File: src/core/peak_detector_consts.vh
// Overview of operation
// - Peak and crossing logic runs only while the detector enable bit is 1.
// - Block length is an unsigned linear 17-bit count of reduced samples.
// - A reduced sample is the largest magnitude of eight converter samples.
// - Block length sits in bits 7:0, bits 15:8 and bit 0 of a third register.
// - Four 8-bit thresholds on a 0 to 256 scale, 256 being full peak.
// - A flag sets when the block peak rises above its comparator's set level.
// - A set flag clears after the peak stays below clear level for hold time.
// - Hold time is a 16-bit count of clock cycles in two registers.
// - A high comparator and a low comparator each drive one output flag.
`ifndef PEAK_DETECTOR_CONSTS_VH
`define PEAK_DETECTOR_CONSTS_VH

// ==========================================================
// Register offsets
`define ADDR_ENABLE_CTRL    8'h00
`define ADDR_BLK_LEN_LOW    8'h01
`define ADDR_BLK_LEN_MID    8'h02
`define ADDR_BLK_LEN_TOP    8'h03
`define ADDR_HIGH_SET       8'h07
`define ADDR_HIGH_CLEAR     8'h08
`define ADDR_LOW_SET        8'h09
`define ADDR_LOW_CLEAR      8'h0a
`define ADDR_HOLD_LOW       8'h0b
`define ADDR_HOLD_HIGH      8'h0c
`define ADDR_IRQ_STATUS     8'h20
`define ADDR_IRQ_MASK       8'h21
`define ADDR_FLAG_STATE     8'h22
`define ADDR_PEAK_LOW       8'h23
`define ADDR_PEAK_TOP       8'h24

// ==========================================================
// Field positions
`define BIT_ENABLE          0
`define BIT_BLK_LEN_TOP     0
`define EV_HIGH_SET         0
`define EV_LOW_SET          1
`define EV_BLOCK_DONE       2
`define EV_COUNT            3

// ==========================================================
// Reset values and scale
`define RST_REG8            8'h00
`define RST_BLK_LEN         17'h0_0000
`define RST_HOLD            16'h0000
`define GROUP_SIZE          8
`define PEAK_SCALE_W        9

`endif

File: src/core/hysteresis_flag.v
`timescale 1ns/1ns
module hysteresis_flag (
  input  wire        i_clk,
  input  wire        i_sys_rst,
  input  wire        i_enable,
  input  wire        i_eval,
  input  wire [8:0]  i_peak,
  input  wire [7:0]  i_set_level,
  input  wire [7:0]  i_clear_level,
  input  wire [15:0] i_hold,
  output reg         o_flag
);

  reg        below;
  reg [15:0] hold_time_high_cnt;

  wire above_set = i_peak > {1'b0, i_set_level};
  wire under_clr = i_peak < {1'b0, i_clear_level};

  // ==========================================================
  // Set and hold_time_high-qualified clear
  always @(posedge i_clk) begin
    if (i_sys_rst || !i_enable) begin
      o_flag    <= 1'b0;
      below     <= 1'b0;
      hold_time_high_cnt <= 16'h0000;
    end else if (i_eval) begin
      if (above_set) begin
        o_flag    <= 1'b1;
        below     <= 1'b0;
        hold_time_high_cnt <= 16'h0000;
      end else if (under_clr) begin
        if (!below) begin
          below     <= 1'b1;
          hold_time_high_cnt <= 16'h0000;
          if (i_hold == 16'h0000)
            o_flag <= 1'b0;
        end else if (o_flag && hold_time_high_cnt >= i_hold) begin
          o_flag <= 1'b0;
        end else if (hold_time_high_cnt != 16'hffff) begin
          hold_time_high_cnt <= hold_time_high_cnt + 16'h0001;
        end
      end else begin
        // Peak back in band breaks the run
        below     <= 1'b0;
        hold_time_high_cnt <= 16'h0000;
      end
    end else if (o_flag && below) begin
      if (hold_time_high_cnt >= i_hold)
        o_flag <= 1'b0;
      else
        hold_time_high_cnt <= hold_time_high_cnt + 16'h0001;
    end
  end

endmodule // hysteresis_flag

File: src/core/block_peak_detector.v
// The strobed register port was decided locally.
`timescale 1ns/1ns
`include "peak_detector_consts.vh"
module block_peak_detector #(
  parameter SAMPLE_W = 14
) (
  input  wire                  i_clk,
  input  wire                  i_sys_rst,
  input  wire                  i_sample_valid,
  input  wire [8*SAMPLE_W-1:0] i_samples,
  input  wire [7:0]            i_addr,
  input  wire [7:0]            i_wr_data,
  input  wire                  i_wr_en,
  input  wire                  i_rd_en,
  output reg  [7:0]            o_rd_data,
  output wire                  o_high_flag,
  output wire                  o_low_flag,
  output wire                  o_irq
);

  // ==========================================================
  // Register file state
  reg                  detector_enable;
  reg [16:0]           block_length;
  reg [7:0]            high_set_level;
  reg [7:0]            high_clear_level;
  reg [7:0]            low_set_level;
  reg [7:0]            low_clear_level;
  reg [15:0]           hold_time;
  reg [`EV_COUNT-1:0]  irq_status;
  reg [`EV_COUNT-1:0]  irq_mask;

  // ==========================================================
  // Datapath state
  reg [SAMPLE_W-1:0]   reduced_mag;
  reg                  reduced_valid;
  reg [SAMPLE_W-1:0]   block_max;
  reg [16:0]           block_cnt;
  reg                  block_done;
  reg [8:0]            block_peak;
  reg [1:0]            flags_q;

  wire [SAMPLE_W-1:0]  lane_mag [0:7];
  wire [SAMPLE_W-1:0]  run_max  [0:7];
  wire [1:0]           flags;
  wire [SAMPLE_W-1:0]  candidate;
  wire [16:0]          length_eff;
  wire                 last_in_block;
  wire [`EV_COUNT-1:0] events;
  wire [`EV_COUNT-1:0] wr_clear;
  wire [8:0]           scaled_candidate;

  // ==========================================================
  // Magnitude per lane and running maximum
  genvar g;
  generate
    for (g = 0; g < `GROUP_SIZE; g = g + 1) begin : g_lane
      wire [SAMPLE_W-1:0] raw = i_samples[g*SAMPLE_W +: SAMPLE_W];
      // Most negative code maps to 2^(W-1), still fits unsigned
      assign lane_mag[g] = raw[SAMPLE_W-1] ? (~raw + 1'b1) : raw;
      if (g == 0) begin : g_first
        assign run_max[g] = lane_mag[g];
      end else begin : g_rest
        assign run_max[g] = (lane_mag[g] > run_max[g-1]) ?
                            lane_mag[g] : run_max[g-1];
      end
    end
  endgenerate

  // ==========================================================
  // Reduced sample register
  always @(posedge i_clk) begin
    if (i_sys_rst || !detector_enable) begin
      reduced_mag   <= {SAMPLE_W{1'b0}};
      reduced_valid <= 1'b0;
    end else begin
      reduced_mag   <= run_max[`GROUP_SIZE-1];
      reduced_valid <= i_sample_valid;
    end
  end

  // ==========================================================
  // Block accumulation
  // Zero length would end a block on every reduced sample, so it acts as one
  assign length_eff    = (block_length == 17'h0_0000) ?
                         17'h0_0001 : block_length;
  assign last_in_block = (block_cnt + 17'h0_0001) >= length_eff;
  assign candidate     = (block_cnt == 17'h0_0000) ? reduced_mag :
                         ((reduced_mag > block_max) ?
                          reduced_mag : block_max);
  // Top nine bits give 0..256 of full scale
  assign scaled_candidate =
    candidate[SAMPLE_W-1:SAMPLE_W-`PEAK_SCALE_W];

  always @(posedge i_clk) begin
    if (i_sys_rst || !detector_enable) begin
      block_max  <= {SAMPLE_W{1'b0}};
      block_cnt  <= 17'h0_0000;
      block_done <= 1'b0;
      block_peak <= 9'h000;
    end else begin
      block_done <= 1'b0;
      if (reduced_valid) begin
        if (last_in_block) begin
          block_cnt  <= 17'h0_0000;
          block_max  <= {SAMPLE_W{1'b0}};
          block_done <= 1'b1;
          block_peak <= scaled_candidate;
        end else begin
          block_cnt <= block_cnt + 17'h0_0001;
          block_max <= candidate;
        end
      end
    end
  end

  // ==========================================================
  // High and low comparators
  generate
    for (g = 0; g < 2; g = g + 1) begin : g_cmp
      wire [7:0] set_lvl = (g == 0) ? high_set_level : low_set_level;
      wire [7:0] clr_lvl = (g == 0) ? high_clear_level : low_clear_level;
      hysteresis_flag u_flag (
        .i_clk         (i_clk),
        .i_sys_rst     (i_sys_rst),
        .i_enable      (detector_enable),
        .i_eval        (block_done),
        .i_peak        (block_peak),
        .i_set_level   (set_lvl),
        .i_clear_level (clr_lvl),
        .i_hold        (hold_time),
        .o_flag        (flags[g])
      );
    end
  endgenerate

  assign o_high_flag = flags[0];
  assign o_low_flag  = flags[1];

  always @(posedge i_clk) begin
    if (i_sys_rst)
      flags_q <= 2'b00;
    else
      flags_q <= flags;
  end

  // ==========================================================
  // Interrupt status, mask and output
  assign events[`EV_HIGH_SET]   = flags[0] & ~flags_q[0];
  assign events[`EV_LOW_SET]    = flags[1] & ~flags_q[1];
  assign events[`EV_BLOCK_DONE] = block_done;
  assign wr_clear = (i_wr_en && i_addr == `ADDR_IRQ_STATUS) ?
                    i_wr_data[`EV_COUNT-1:0] : {`EV_COUNT{1'b0}};

  always @(posedge i_clk) begin
    if (i_sys_rst)
      irq_status <= {`EV_COUNT{1'b0}};
    else
      // New event beats a same-cycle clear
      irq_status <= (irq_status & ~wr_clear) | events;
  end

  assign o_irq = |(irq_status & irq_mask);

  // ==========================================================
  // Register writes
  always @(posedge i_clk) begin
    if (i_sys_rst) begin
      detector_enable  <= 1'b0;
      block_length     <= `RST_BLK_LEN;
      high_set_level   <= `RST_REG8;
      high_clear_level <= `RST_REG8;
      low_set_level    <= `RST_REG8;
      low_clear_level  <= `RST_REG8;
      hold_time        <= `RST_HOLD;
      irq_mask         <= {`EV_COUNT{1'b0}};
    end else if (i_wr_en) begin
      case (i_addr)
        `ADDR_ENABLE_CTRL:
          detector_enable <= i_wr_data[`BIT_ENABLE];
        `ADDR_BLK_LEN_LOW:
          block_length[7:0] <= i_wr_data;
        `ADDR_BLK_LEN_MID:
          block_length[15:8] <= i_wr_data;
        `ADDR_BLK_LEN_TOP:
          block_length[16] <= i_wr_data[`BIT_BLK_LEN_TOP];
        `ADDR_HIGH_SET:
          high_set_level <= i_wr_data;
        `ADDR_HIGH_CLEAR:
          high_clear_level <= i_wr_data;
        `ADDR_LOW_SET:
          low_set_level <= i_wr_data;
        `ADDR_LOW_CLEAR:
          low_clear_level <= i_wr_data;
        `ADDR_HOLD_LOW:
          hold_time[7:0] <= i_wr_data;
        `ADDR_HOLD_HIGH:
          hold_time[15:8] <= i_wr_data;
        `ADDR_IRQ_MASK:
          irq_mask <= i_wr_data[`EV_COUNT-1:0];
        default: begin
        end
      endcase
    end
  end

  // ==========================================================
  // Register reads, data one cycle after the strobe
  always @(posedge i_clk) begin
    if (i_sys_rst) begin
      o_rd_data <= 8'h00;
    end else if (i_rd_en) begin
      case (i_addr)
        `ADDR_ENABLE_CTRL: o_rd_data <= {7'h00, detector_enable};
        `ADDR_BLK_LEN_LOW: o_rd_data <= block_length[7:0];
        `ADDR_BLK_LEN_MID: o_rd_data <= block_length[15:8];
        `ADDR_BLK_LEN_TOP: o_rd_data <= {7'h00, block_length[16]};
        `ADDR_HIGH_SET:    o_rd_data <= high_set_level;
        `ADDR_HIGH_CLEAR:  o_rd_data <= high_clear_level;
        `ADDR_LOW_SET:     o_rd_data <= low_set_level;
        `ADDR_LOW_CLEAR:   o_rd_data <= low_clear_level;
        `ADDR_HOLD_LOW:    o_rd_data <= hold_time[7:0];
        `ADDR_HOLD_HIGH:   o_rd_data <= hold_time[15:8];
        `ADDR_IRQ_STATUS:  o_rd_data <= {5'h00, irq_status};
        `ADDR_IRQ_MASK:    o_rd_data <= {5'h00, irq_mask};
        `ADDR_FLAG_STATE:  o_rd_data <= {6'h00, flags};
        `ADDR_PEAK_LOW:    o_rd_data <= block_peak[7:0];
        `ADDR_PEAK_TOP:    o_rd_data <= {7'h00, block_peak[8]};
        // Unmapped reads answer zero
        default:           o_rd_data <= 8'h00;
      endcase
    end else begin
      o_rd_data <= 8'h00;
    end
  end

endmodule // block_peak_detector

File: config.mk
export PLATFORM = sky130hd
export DESIGN_NAME = block_peak_detector
export DESIGN_NICKNAME = d
export VERILOG_FILES = /design/src/core/hysteresis_flag.v /design/src/core/block_peak_detector.v
export VERILOG_INCLUDE_DIRS = /design/src /design/src/core
export SDC_FILE = /design/constraint.sdc
export NUM_CORES = 1
export LEC_CHECK = 0
export ABC_AREA = 1
export CAP_MARGIN = 20
export CORE_ASPECT_RATIO = 0.6
export CORE_MARGIN = 1
export CORE_UTILIZATION = 55
export CTS_CLUSTER_DIAMETER = 150
export DETAILED_ROUTE_END_ITERATION = 8
export DONT_BUFFER_PORTS = 1
export PLACE_DENSITY = 0.79
export SYNTH_ARGS = -nofsm -noshare
export SYNTH_HDL_FRONTEND = slang
export SYNTH_SLANG_ARGS = --single-unit
File: constraint.sdc
create_clock -name i_clk -period 35.2 [get_ports i_clk]
set_clock_uncertainty 0.15 [all_clocks]
set_input_delay 3.52 -clock i_clk [delete_from_list [all_inputs] [get_ports i_clk]]
set_output_delay 3.52 -clock i_clk [all_outputs]
set_load 0.005 [all_outputs]
==> qor.tcl <==
set qor(fillerInstances) 2690
set qor(number_of_global_route_vias_before_repair) 14570
set qor(diodes) 0
set qor(root_buffer) {sky130_fd_sc_hd__clkbuf_16}
set qor(final_wirelength_mm) 47.53
set qor(postCtsHoldBufs) 0
set qor(ir_worst_vdd_mv) 0.06708
set qor(placementRows) 48
set qor(clockBufferDepth) 2
set qor(post-route-period-util) 0.4886
set qor(number_of_buffers_inserted_during_clock_tree_synthesis) 17
set qor(synth.cell_area_um2) 16060
set qor(gp_routability_congestion) 0.9935
set qor(avgViaCountPerCell) 5.791
set qor(post-route-cell-area_um2) 16890
set qor(end_kind) {flop}
set qor(synthesis.yosys.warnings) 0
set qor(syn_to_final_growth_pct) 5.149
set qor(worst_pin_slew_ns) 0.9715
set qor(layout_min_cycle_time_ns) 17.20
set qor(finalNetCount) 2748
set qor(ys.flop_type) {sky130_fd_sc_hd__dfxtp_1}
set qor(synth.largest_area_cell) {sky130_fd_sc_hd__dfxtp_1}
set qor(drt_pass1_iterations) 6
set qor(postSynthCellCount) 2461
set qor(cts_tree) {yes}
set qor(grt_setup_unrepaired) {false}
set qor(path_clk_slew_ns) 0.07
set qor(synth_edf_count) 0
set qor(synth_area_leaders) {sky130_fd_sc_hd__dfxtp_1 22%, sky130_fd_sc_hd__ha_1 14%, sky130_fd_sc_hd__nand2_1 10%}
set qor(arrival_ns) 17.40
set qor(post-place-cells) 2785
set qor(cpMostUsedCell) {sky130_fd_sc_hd__nand2_1}
set qor(post_synthesis_async_set_or_reset_flop_share) 0
set qor(design.core.area_um2) 28710
set qor(cts_setup_buffers) 0
set qor(leakagePower_nw) 7.710
set qor(hold_viol_final) 0
set qor(antenna_found_initial) 2
set qor(worst-r2r-setup-slack_ns) 30.11
set qor(drtAntennaViolNets) 0
set qor(slew_margin_rel) 0.3499
set qor(hold_path.class) {reg -> reg}
set qor(die_area_um2) 29910
set qor(netlist.area_leader.share) 0.2169
set qor(overflow) 0
set qor(share_of_the_core_filled_with_cells_in_the_final_layout) 0.5883
set qor(reg2regPathDepth) 25
set qor(dp.final_hpwl_mm) 38.38
set qor(drt_drc_violations_left) 0
set qor(seq_total_area_yosys) 0.2169
set qor(timing_max_transition_violations_final) 0
set qor(die_w_um) 222.6
set qor(pwr_density_cell_nw_per_um2) 67.63
set qor(worstSkewPairLatency_ns) 0.45
set qor(cts-resized-gates) 0
set qor(critPathCapture) {reduced_mag[0]}
set qor(die-height_um) 134.4
set qor(stdcell_count) 2817
set qor(grt_start_max_net_pins) 69
set qor(effective_utilization_at_floorplan) 0.5595
set qor(timing.critical_path.required_ns) 35.40
set qor(setup_viol_count_final) 0
set qor(boundaryPins) 144
set qor(cp_max_fo) 28
set qor(fmax_ghz) 0.05814
set qor(cts.htree.levels) 4
set qor(via_count) 16313
set qor(place.port_buffers) 0
set qor(placed_area_um2) 16340
set qor(syn-mean-instance-area_um2) 6.526
set qor(timing.critical_path.from) {i_samples[1]}
set qor(totalNegativeSetupSlack_ns) 0
set qor(outcome) {complete, no violations}
set qor(yosys.cell_types.count) 60
set qor(startpoint_of_the_lowest_slack_register_to_register_path) {hold_time[1]}
set qor(first_iter_violations) 1798
set qor(start_kind) {primary input}
set qor(critPathSlowestCell) {sky130_fd_sc_hd__nand2_1}
set qor(reg2reg_to) {g_cmp[1].u_flag.hold_time_high_cnt[15]}
set qor(path_class) {in -> reg}
set qor(synth_fp_nets) 2780
set qor(groute.usage.overall) 0.3128
set qor(cap_violations) 0
set qor(slowest_delay_ns) 0.64
set qor(cts_sinks) 174
set qor(share_of_cells_above_drive_strength_1) 0.05242
set qor(detail_route.wl_per_cell_um) 16.87
set qor(synth-seq-cells) 174
set qor(grt_pass1_wl_mm) 75.44
[layout by cell type (no fill, tap or decap), types with 5 or more instances in the layout]
cell / instances
sky130_fd_sc_hd__nand2_1: 439
sky130_fd_sc_hd__inv_1: 419
sky130_fd_sc_hd__o21ai_0: 207
sky130_fd_sc_hd__a21oi_1: 206
sky130_fd_sc_hd__ha_1: 186
sky130_fd_sc_hd__nor2_1: 183
sky130_fd_sc_hd__dfxtp_1: 174
sky130_fd_sc_hd__nand3_1: 146
sky130_fd_sc_hd__xor2_1: 83
sky130_fd_sc_hd__nor3_1: 60
sky130_fd_sc_hd__nand4_1: 26
sky130_fd_sc_hd__o22ai_1: 26
sky130_fd_sc_hd__nand2_2: 24
sky130_fd_sc_hd__nand3_2: 22
sky130_fd_sc_hd__nor4_1: 19
sky130_fd_sc_hd__o21a_1: 18
sky130_fd_sc_hd__clkbuf_16: 17
sky130_fd_sc_hd__xnor2_1: 14
sky130_fd_sc_hd__and2_1: 14
sky130_fd_sc_hd__a31oi_1: 13
sky130_fd_sc_hd__a211oi_1: 13
sky130_fd_sc_hd__nand2_4: 12
sky130_fd_sc_hd__o21bai_1: 11
sky130_fd_sc_hd__a221oi_1: 8
sky130_fd_sc_hd__or2_2: 7
sky130_fd_sc_hd__o31ai_1: 7
sky130_fd_sc_hd__inv_2: 6
sky130_fd_sc_hd__a21o_1: 6
sky130_fd_sc_hd__nor2_2: 5
sky130_fd_sc_hd__nor3b_1: 5
sky130_fd_sc_hd__inv_6: 5
sky130_fd_sc_hd__buf_4: 5
[layout make-up]
type / instances / area [um2] / area share
Clock buffer: 17 / 425.4 / 0.02519
Clock inverter: 15 / 126.4 / 0.007483
Inverter: 428 / 1607 / 0.09513
Multi-Input combinational cell: 1803 / 10740 / 0.6359
Sequential cell: 174 / 3483 / 0.2063
Tap cell: 375 / 469.2 / 0.02778
Timing Repair Buffer: 5 / 37.54 / 0.002223
[critical path: cells and delay by family]
kind,cells,cell delay [ns]
mux,1,0.41
simple gates,44,6.99
compound gates,14,2.83
fa+ha+maj,8,1.98
buf+inv,12,1.33
xor+xnor,1,0.28
[worst min path at each step]
| stage | start | to | slack (ns) | cells past startpoint |
|---|---|---|---|---|
| CTS | block_max[13] | block_max[13] | 0.32 | 2 |
| finish | reduced_mag[0] | block_max[0] | 0.32 | 2 |
| detailed placement | block_max[13] | block_max[13] | 0.31 | 2 |
| global route | irq_mask[1] | irq_mask[1] | 0.34 | 2 |
| global placement | block_max[5] | block_max[5] | 0.30 | 2 |
| floorplan | irq_mask[2] | irq_mask[2] | 0.29 | 2 |
[routing by layer]
layer  GRT usage  part of all wire  wire length [um]
met1      0.4938              0.50             23760
met2      0.4125              0.37             17770
met3     0.08083              0.12              5565
met4     0.05747            0.0090               428
met5           0           0.00027                13
[Yosys cell counts (14+ instances only)]
cell type,n
sky130_fd_sc_hd__ha_1,186
sky130_fd_sc_hd__nor3_1,60
sky130_fd_sc_hd__nand4_1,26
sky130_fd_sc_hd__nor2_1,183
sky130_fd_sc_hd__nor4_1,20
sky130_fd_sc_hd__inv_1,419
sky130_fd_sc_hd__o22ai_1,26
sky130_fd_sc_hd__nand3_2,22
sky130_fd_sc_hd__clkbuf_1,48
sky130_fd_sc_hd__xor2_1,83
sky130_fd_sc_hd__nand3_1,146
sky130_fd_sc_hd__nand2_1,439
sky130_fd_sc_hd__xnor2_1,14
sky130_fd_sc_hd__dfxtp_1,174
sky130_fd_sc_hd__o21ai_0,207
sky130_fd_sc_hd__and2_1,14
sky130_fd_sc_hd__a21oi_1,206
sky130_fd_sc_hd__nand2_2,24
sky130_fd_sc_hd__o21a_1,18
[where the power goes]
group / internal (mW) / switching, mW / total, mW
Sequential: 0.197 / 0.000177 / 0.197
Combinational: 0.258 / 0.503 / 0.761
Clock: 0.0927 / 0.0913 / 0.184
[stage by stage]
stage	power (mW)	hold WS (ns)	worst slack, ns
6_report	1.142	0.3171	18.00
3_3_place_gp	0.9276	0.3029	18.29
3_5_place_dp	0.9338	0.3120	17.98
4_1_cts	1.119	0.3209	18.40
5_1_grt	1.240	0.3364	16.68
2_1_floorplan	0.7875	0.2871	19.41
[flip-flops by register name, summed over array words and instances, names as in the netlist, 2 cells and up]
| signal | flops |
|---|---|
| reduced_mag | 14 |
| block_cnt | 17 |
| g_cmp.set_lvl | 16 |
| hold_time | 16 |
| o_rd_data | 8 |
| g_cmp.u_flag.o_flag | 2 |
| flags_q | 2 |
| g_cmp.clr_lvl | 16 |
| irq_status | 3 |
| block_max | 14 |
| block_length | 17 |
| g_cmp.u_flag.hold_time_high_cnt | 32 |
| g_cmp.u_flag.below | 2 |
| irq_mask | 3 |
| block_peak | 9 |
[cell families after synthesis]
| group | count (synthesis) | share of synthesized area |
|---|---|---|
| AND/OR/NAND/NOR | 978 | 0.2813 |
| AO/OA/AOI/OAI | 541 | 0.1886 |
| buffers and inverters | 484 | 0.1148 |
| adder cells (fa/ha/maj) | 186 | 0.1449 |
| flip-flops | 174 | 0.2169 |
| XOR/XNOR | 97 | 0.05289 |
| multiplexers | 1 | 0.0006232 |
(Power assumes the default switching activity.)
